<file path="src/hdl/psm_pkg.sv">
// package for the port s lower pin mux block: offsets, resets, carriers
package psm_pkg;
    // register byte offsets on the avalon word bus
    localparam logic [3:0] OFF_DATA      = 4'h0; // port_pin_data
    localparam logic [3:0] OFF_INPUT     = 4'h4; // port_pin_input_sample
    localparam logic [3:0] OFF_DIRECTION = 4'h8; // port_pin_direction
    localparam logic [3:0] OFF_ENABLE    = 4'hC; // function enables
    // widths
    localparam int PORT_W = 6;  // pins of the port
    localparam int REG_W  = 8;  // register width
    // reset values
    localparam logic [7:0] DATA_RST = 8'h00;
    localparam logic [7:0] DIR_RST  = 8'h00;
    localparam logic [7:0] ENA_RST  = 8'h00;
    // enable register field positions
    localparam int EN_BUSCLK = 0; // bus clock output on pin 3
    localparam int EN_SPI    = 1; // spi owns pins 3,2
    localparam int EN_SIF1R  = 2; // routed serial one on pins 3,2
    localparam int EN_PWMR   = 3; // routed pwm on pins 3,2
    localparam int EN_SIF1   = 4; // serial one on pins 1,0
    localparam int EN_SIF0R  = 5; // routed serial zero on pins 1,0
    localparam int EN_LINR   = 6; // routed lin phy output on pin 1
    // peripheral function outputs toward a pin
    typedef struct packed {
        logic       bus_clock_output;     // bus clock level
        logic [1:0] spi_out;              // spi data for pins 3,2
        logic [1:0] spi_oe;               // spi drive for pins 3,2
        logic [1:0] sif1r_out;            // routed serial one, pins 3,2
        logic [1:0] pwmr_out;             // routed pwm, pins 3,2
        logic [1:0] sif1_out;             // serial one, pins 1,0
        logic [1:0] sif1_oe;              // serial one drive, pins 1,0
        logic [1:0] sif0r_out;            // routed serial zero, pins 1,0
        logic [1:0] sif0r_oe;             // routed serial zero drive
        logic       lin_phy_output_bit;   // lin phy output for pin 1
    } psm_periph_s;
endpackage

</file>
<file path="src/hdl/psm_port.sv">
// port s lower pin mux: data, input readback, and pin precedence logic
//
// Design decisions made here: the register addresses and register access over Avalon-MM.
`timescale 1ns/1ps
// Function
// gpio output drives data bit when unowned
// data read: stored if output, else pin
// pin3: busclk, spi, sif1, pwm, gpio; the code puts routed sif1 third, not sif1
// pin2: spi, routed sif1, pwm, gpio
// pin1: sif1, routed lin, routed sif0, gpio
// pin0: sif1, routed sif0, gpio
// input register always returns synced pins
// input register readable, writes ignored
// direction one output, zero input
// data writes always accepted; the code drops a data write when byteenable[0] is low
// two-flop synchroniser on pin inputs
module psm_port (
    input  wire logic                   ref_clk,      // 20 mhz bus clock
    input  wire logic                   rst_n,        // async reset, low
    input  wire logic [3:0]             address,      // avalon byte address
    input  wire logic                   read,         // avalon read
    input  wire logic                   write,        // avalon write
    input  wire logic [31:0]            writedata,    // avalon write data
    input  wire logic [3:0]             byteenable,   // avalon lanes
    output logic      [31:0]            readdata,     // avalon read data
    output logic                        waitrequest,  // avalon stall
    input  wire psm_pkg::psm_periph_s   periph,       // peripheral outputs
    input  wire logic [5:0]             pin_in,       // pin levels
    output logic      [3:0]             pin_out,      // pin drive levels
    output logic      [3:0]             pin_oe        // pin drive enables
);
    // registers
    logic [7:0]  data_q, data_d;         // port_pin_data
    logic [7:0]  dir_q, dir_d;           // port_pin_direction
    logic [7:0]  ena_q, ena_d;           // function enables
    logic [5:0]  sync1_q, sync2_q;       // synchroniser stages
    logic        ack_q;                  // answer phase flag
    logic [31:0] rdata_q, rdata_d;       // registered read data
    logic [3:0]  out_q, out_d;           // pin levels
    logic [3:0]  oe_q, oe_d;             // pin enables

    // decode
    wire req       = read | write;
    wire take      = req & ~ack_q;       // first cycle of a request
    wire answer    = req & ack_q;        // answer edge, request still held
    wire sel_data  = address == psm_pkg::OFF_DATA;
    wire sel_input = address == psm_pkg::OFF_INPUT;
    wire sel_dir   = address == psm_pkg::OFF_DIRECTION;
    wire sel_ena   = address == psm_pkg::OFF_ENABLE;
    // writes land only at the edge where waitrequest is seen low
    wire wr_lane0  = answer & write & byteenable[0];
    wire [7:0] wd  = writedata[7:0];

    // write paths; input register has no write path
    assign data_d = (wr_lane0 & sel_data) ? wd : data_q;
    assign dir_d  = (wr_lane0 & sel_dir)  ? wd : dir_q;
    assign ena_d  = (wr_lane0 & sel_ena)  ? wd : ena_q;

    // data read source per bit: stored when output, pin when input
    wire [5:0] data_rd = (data_q[5:0] & dir_q[5:0])
                       | (sync2_q & ~dir_q[5:0]);
    // read mux; unmapped reads return zero
    assign rdata_d = sel_data  ? {24'h000000, 2'h0, data_rd}
                   : sel_input ? {24'h000000, 2'h0, sync2_q}
                   : sel_dir   ? {24'h000000, dir_q}
                   : sel_ena   ? {24'h000000, ena_q}
                   : 32'h00000000;

    // pin precedence, highest first
    wire [7:0] e = ena_q;
    always_comb begin
        // pin 3
        if (e[psm_pkg::EN_BUSCLK]) begin
            out_d[3] = periph.bus_clock_output;
            oe_d[3]  = 1'b1;
        end else if (e[psm_pkg::EN_SPI]) begin
            out_d[3] = periph.spi_out[1];
            oe_d[3]  = periph.spi_oe[1];
        end else if (e[psm_pkg::EN_SIF1R]) begin
            out_d[3] = periph.sif1r_out[1];
            oe_d[3]  = 1'b1;
        end else if (e[psm_pkg::EN_PWMR]) begin
            out_d[3] = periph.pwmr_out[1];
            oe_d[3]  = 1'b1;
        end else begin
            out_d[3] = data_q[3];
            oe_d[3]  = dir_q[3];
        end
        // pin 2; routed serial one is a receive input here
        if (e[psm_pkg::EN_SPI]) begin
            out_d[2] = periph.spi_out[0];
            oe_d[2]  = periph.spi_oe[0];
        end else if (e[psm_pkg::EN_SIF1R]) begin
            out_d[2] = 1'b0;
            oe_d[2]  = 1'b0;
        end else if (e[psm_pkg::EN_PWMR]) begin
            out_d[2] = periph.pwmr_out[0];
            oe_d[2]  = 1'b1;
        end else begin
            out_d[2] = data_q[2];
            oe_d[2]  = dir_q[2];
        end
        // pin 1
        if (e[psm_pkg::EN_SIF1]) begin
            out_d[1] = periph.sif1_out[1];
            oe_d[1]  = periph.sif1_oe[1];
        end else if (e[psm_pkg::EN_LINR]) begin
            out_d[1] = periph.lin_phy_output_bit;
            oe_d[1]  = 1'b1;
        end else if (e[psm_pkg::EN_SIF0R]) begin
            out_d[1] = periph.sif0r_out[1];
            oe_d[1]  = periph.sif0r_oe[1];
        end else begin
            out_d[1] = data_q[1];
            oe_d[1]  = dir_q[1];
        end
        // pin 0
        if (e[psm_pkg::EN_SIF1]) begin
            out_d[0] = periph.sif1_out[0];
            oe_d[0]  = periph.sif1_oe[0];
        end else if (e[psm_pkg::EN_SIF0R]) begin
            out_d[0] = periph.sif0r_out[0];
            oe_d[0]  = periph.sif0r_oe[0];
        end else begin
            out_d[0] = data_q[0];
            oe_d[0]  = dir_q[0];
        end
    end

    // register state
    always_ff @(posedge ref_clk or negedge rst_n) begin
        if (!rst_n) begin
            data_q <= psm_pkg::DATA_RST;
            dir_q  <= psm_pkg::DIR_RST;
            ena_q  <= psm_pkg::ENA_RST;
        end else begin
            data_q <= data_d;
            dir_q  <= dir_d;
            ena_q  <= ena_d;
        end
    end

    // pin input synchroniser, two stages
    always_ff @(posedge ref_clk or negedge rst_n) begin
        if (!rst_n) begin
            sync1_q <= 6'h00;
            sync2_q <= 6'h00;
        end else begin
            sync1_q <= pin_in;
            sync2_q <= sync1_q;
        end
    end

    // bus answer: one wait cycle, then waitrequest low
    always_ff @(posedge ref_clk or negedge rst_n) begin
        if (!rst_n) begin
            ack_q   <= 1'b0;
            rdata_q <= 32'h00000000;
        end else begin
            ack_q   <= take;
            rdata_q <= take ? rdata_d : rdata_q;
        end
    end

    // pin drive registers
    always_ff @(posedge ref_clk or negedge rst_n) begin
        if (!rst_n) begin
            out_q <= 4'h0;
            oe_q  <= 4'h0;
        end else begin
            out_q <= out_d;
            oe_q  <= oe_d;
        end
    end

    assign readdata = rdata_q;
    assign pin_out  = out_q;
    assign pin_oe   = oe_q;
    // waitrequest high unless in answer phase; low only with ack
    logic wait_q;
    always_ff @(posedge ref_clk or negedge rst_n) begin
        if (!rst_n) begin
            wait_q <= 1'b1;
        end else begin
            wait_q <= ~take;
        end
    end
    assign waitrequest = wait_q;

    // checks
    chk_gpio_drive: assert property (@(posedge ref_clk) disable iff (!rst_n)
        ena_q == 8'h00 |=> pin_out == $past(data_q[3:0])
                          && pin_oe == $past(dir_q[3:0]))
        else $error("gpio drive mismatch");
    chk_data_read: assert property (@(posedge ref_clk) disable iff (!rst_n)
        take && read && sel_data |=> readdata[5:0]
            == (($past(data_q[5:0]) & $past(dir_q[5:0]))
             | ($past(sync2_q) & ~$past(dir_q[5:0]))))
        else $error("data read source wrong");
    chk_busclk_wins: assert property (@(posedge ref_clk) disable iff (!rst_n)
        ena_q[psm_pkg::EN_BUSCLK] |=> pin_oe[3]
            && pin_out[3] == $past(periph.bus_clock_output))
        else $error("bus clock not on pin 3");
    chk_spi_pin2: assert property (@(posedge ref_clk) disable iff (!rst_n)
        ena_q[psm_pkg::EN_SPI] |=> pin_oe[2] == $past(periph.spi_oe[0]))
        else $error("spi not owning pin 2");
    chk_sif1_pin1: assert property (@(posedge ref_clk) disable iff (!rst_n)
        ena_q[psm_pkg::EN_SIF1] |=> pin_out[1] == $past(periph.sif1_out[1]))
        else $error("serial one not owning pin 1");
    chk_sif0_pin0: assert property (@(posedge ref_clk) disable iff (!rst_n)
        ena_q[5:4] == 2'b10 |=> pin_oe[0] == $past(periph.sif0r_oe[0]))
        else $error("routed serial zero not on pin 0");
    chk_input_read: assert property (@(posedge ref_clk) disable iff (!rst_n)
        take && read && sel_input |=> readdata == {26'h0, $past(sync2_q)})
        else $error("input readback wrong");
    chk_input_ro: assert property (@(posedge ref_clk) disable iff (!rst_n)
        answer && write && sel_input |=> $stable(data_q) && $stable(dir_q)
                                      && $stable(ena_q))
        else $error("input register write had effect");
    chk_data_write: assert property (@(posedge ref_clk) disable iff (!rst_n)
        wr_lane0 && sel_data |=> data_q == $past(wd))
        else $error("data write lost");
    chk_sync_delay: assert property (@(posedge ref_clk) disable iff (!rst_n)
        ##2 sync2_q == $past(pin_in, 2))
        else $error("synchroniser delay wrong");
    chk_bus_answer: assert property (@(posedge ref_clk) disable iff (!rst_n)
        take |=> !waitrequest ##1 waitrequest)
        else $error("bus answer timing wrong");
    cov_busclk: cover property (@(posedge ref_clk) ena_q[0] && pin_oe[3]);
    cov_lin: cover property (@(posedge ref_clk) ena_q[6] && !ena_q[4]);
    cov_rd_in: cover property (@(posedge ref_clk) take && read && sel_input);
    cov_wr_data: cover property (@(posedge ref_clk) wr_lane0 && sel_data);
endmodule

</file>
<file path="config.mk">
export PLATFORM = sky130hd
export DESIGN_NAME = psm_port
export DESIGN_NICKNAME = d
export VERILOG_FILES = /design/src/hdl/psm_pkg.sv /design/src/hdl/psm_port.sv
export SDC_FILE = /design/constraint.sdc
export NUM_CORES = 1
export LEC_CHECK = 0
export BUFFER_PORTS_ARGS = -buffer_cell sky130_fd_sc_hd__buf_4
export CAP_MARGIN = 20
export CORE_ASPECT_RATIO = 1.4
export CORE_MARGIN = 2
export CORE_UTILIZATION = 26
export CTS_CLUSTER_DIAMETER = 100
export DETAILED_ROUTE_END_ITERATION = 8
export PLACE_DENSITY = 0.58
export SYNTH_ARGS = -nofsm -noshare
export SYNTH_HDL_FRONTEND = slang
export SYNTH_SLANG_ARGS = --single-unit
</file>
<file path="constraint.sdc">
create_clock -name ref_clk -period 4.4 [get_ports ref_clk]
set_clock_uncertainty 0.05 [all_clocks]
set_input_delay 0.22 -clock ref_clk [delete_from_list [all_inputs] [get_ports ref_clk]]
set_output_delay 0.22 -clock ref_clk [all_outputs]
set_load 0.05 [all_outputs]
</file>
==> results.sh <==
export IMPL_finalCritPeriodShare_pct=38.68
export IMPL_worst_slew_pin_slew_ns=0.9283
export IMPL_layout_cells_most_common="buf_4"
export IMPL_report_final_setup_viol=0
export IMPL_powerDensity_mw_per_mm2=453.2
export IMPL_die_area_sq_mm=0.009945
export IMPL_hold_path_startpoint="periph[6]"
export IMPL_finalWirelength_um=5202
export IMPL_rows=41
export IMPL_number_of_gates_resized_after_cts=0
export IMPL_synth_top_cell_by_area="dfrtp_1"
export IMPL_drtIter0Drc=54
export IMPL_seq_area_frac_synth_pct=54.73
export IMPL_mappedNetlistArea_sq_mm=0.002380
export IMPL_achievable_frequency_ghz=0.5876
export IMPL_numClockSinks=52
export IMPL_irDropWorstVdd_mv=0.2600
export IMPL_pre_cts_ws_ns=2.530
export IMPL_cts_inserted_buffers=5
export IMPL_status="finished, final reports clean"
export IMPL_dpl_hpwl_um=3803
export IMPL_grt_setup_unrepaired="no"
export IMPL_io_buffers=56
export IMPL_final_min_clock_period_ns=1.702
export IMPL_critPathRequiredTime_ns=4.52
export IMPL_worst_setup_hold_path_clk_slew_ns=0.07
export IMPL_drive_gt1_share_pct=35.66
export IMPL_worst_setup_path_startpoint="ack_q$_DFF_PN0_"
export IMPL_routed_wire_length_per_instance_um=14.25
export IMPL_hold_violations=0
export IMPL_route_vias_total=1580
export IMPL_layoutNonFillerInstCount=365
export IMPL_worst_hold_path_type="primary input to flip-flop"
export IMPL_antenna_left=0
export IMPL_layout_filler_cells=912
export IMPL_post_synthesis_instance_total=197
export IMPL_grt_total_usage_pct=11.14
export IMPL_postSynthAreaPerCell_sq_um=12.08
export IMPL_antenna_found_initial=0
export IMPL_ctsRootBufferMaster="clkbuf_16"
export IMPL_origin_of_the_critical_flop_to_flop_path="ack_q$_DFF_PN0_"
export IMPL_grt_start_max_net_pins=53
export IMPL_grt_overflow_total=0
export IMPL_worst_skew_pair_late_latency_ns=0.29
export IMPL_finalWeightedCongestion=0.7258
export IMPL_cts_repair_timing_setup_buffer_count=0
export IMPL_placedCellCount=350
export IMPL_p_leak_nw=1.483
export IMPL_worstSetupPathType="flip-flop to flip-flop"
export IMPL_yosysWarningCount=0
export IMPL_tritoncts_clock_tree="done"
export IMPL_clock_path_buffers=2
export IMPL_synth_top_cell_area_share_pct=53.63
export IMPL_setup_tns_final_ns=0
export IMPL_global_route_wire_length_before_repair_um=8411
export IMPL_critPathArrivalTime_ns=1.82
export IMPL_initial_core_util_pct=26.51
export IMPL_antenna_cells=0
export IMPL_post_drt_via_cell_ratio=4.329
export IMPL_maxSlewHeadroom_pct=37.99
export IMPL_synth_ff_latch_count=52
export IMPL_layout_cells_most_common_list="56 x buf_4, 51 x dfrtp_1, 24 x conb_1"
export IMPL_post_route_drc_count=0
export IMPL_num_io_pins=109
export IMPL_endpoint_kind="flip-flop"
export IMPL_worst_slack_ns=2.698
export IMPL_worstRegToRegCells=3
export IMPL_cp_start_kind="flip-flop"
export IMPL_fin_nets=325
export IMPL_timing_critical_path_fanout_max=8
export IMPL_chipWidth_um=84.86
export IMPL_first_global_vias=1615
export IMPL_area_delta_synth_final_pct=27.97
export IMPL_ctsHtreeMaxLevel=2
export IMPL_drt_pass1_iterations=4
export IMPL_ys_top_cells_by_area="dfrtp_1 54%, mux2_2 8.5%, buf_4 7.6%"
export IMPL_r2r_setup_slack_ns=2.70
export IMPL_core_region_area_sq_mm=0.008977
export IMPL_synth_cell_type_count=33
export IMPL_worstHoldPathCells=3
export IMPL_die_y_um=117.2
export IMPL_cap_violations=0
export IMPL_report_final_slew_viol_count=0
==> layer usage <==
metal / vias to the layer above / wire length, um / global-route usage (%)
met5: - / 0 / 0
met4: 0 / 72 / 3.810
met3: 7 / 324 / 3.226
met2: 53 / 2889 / 20.79
met1: 764 / 1916 / 12.03
li1: 756 / - / -
==> cell usage after synthesis, drive strengths merged <==
library cell,number
a21oi,2
buf,26
nor2,3
dfstp,1
nand2b,6
nor3,2
o21bai,2
or3,1
or2,1
a211oi,7
and3b,5
o211ai,1
conb,1
a22o,1
o31ai,7
mux2i,7
o21ai,6
mux2,24
or4,1
nor4,1
dfrtp,51
nand3,2
inv,2
and3,5
nor2b,2
nor3b,1
nor4b,2
clkbuf,7
nand2,20
==> what timing repair did <==
action / CTS / global route
hold buffers: 7 / 0
endpoints found under the setup margin: 0 / 0
hold endpoints to repair: 57 / 0
==> layout make-up <==
type,count,area (sq um),share of cell area (%)
inverters,2,7.507,0.2465
multi-input cells,133,933.4,30.65
clock buffers,6,138.9,4.560
clock inverters,2,38.79,1.274
well taps,107,133.9,4.396
flip-flops and latches,52,1303,42.77
repair buffers,63,490.5,16.11
==> state kept, by name, indices dropped and copies added (netlist names), 4 cells and up <==
signal,cells
e,8
pin_out,4
sync2_q,6
dir_q,8
readdata,8
pin_oe,4
sync1_q,6
data_q,6
==> metrics by stage <==
step	hold WS [ns]	util (%)	instance area, sq um	power [mW]
floorplan	-0.1256	-	2466	0.8342
global placement	0.2532	31.16	2798	0.9254
detailed placement	0.2540	31.16	2798	0.9303
CTS	0.08122	33.92	3045	1.401
global route	0.08628	33.92	3045	1.450
finish	0.08741	33.92	3045	1.380
==> cell families after synthesis <==
| logic type | count (synthesis) | share of synthesized area, % |
|---|---|---|
| flip-flops | 52 | 54.73 |
| AND/OR/NAND/NOR | 52 | 12.78 |
| buffers and inverters | 35 | 9.674 |
| multiplexers | 31 | 15.25 |
| AO/OA/AOI/OAI | 26 | 7.413 |
| other | 1 | 0.1576 |
==> path summary, 6_finish.rpt <==
path / endpoint
min: pin_oe[1]$_DFF_PN0_
max: dir_q[0]$_DFFE_PN0P_
min in group asynchronous: data_q[0]$_DFFE_PN0P_
max in group asynchronous: e[5]$_DFFE_PN0P_
min reg2reg: sync2_q[1]$_DFF_PN0_
max reg2reg: dir_q[0]$_DFFE_PN0P_
==> power by group <==
group / switching, mW / total [mW] / internal (mW)
clock network: 0.173 / 0.458 / 0.285
logic: 0.214 / 0.336 / 0.122
registers: 0.0457 / 0.586 / 0.540
==> worst max-delay path, cell delays in order (launching register included) <==
cell and delay (ns):
dfrtp_1 0.36, nand3_1 0.18, nor4b_4 0.60, mux2_2 0.40
No activity file was read; power rests on OpenSTA's default activity.
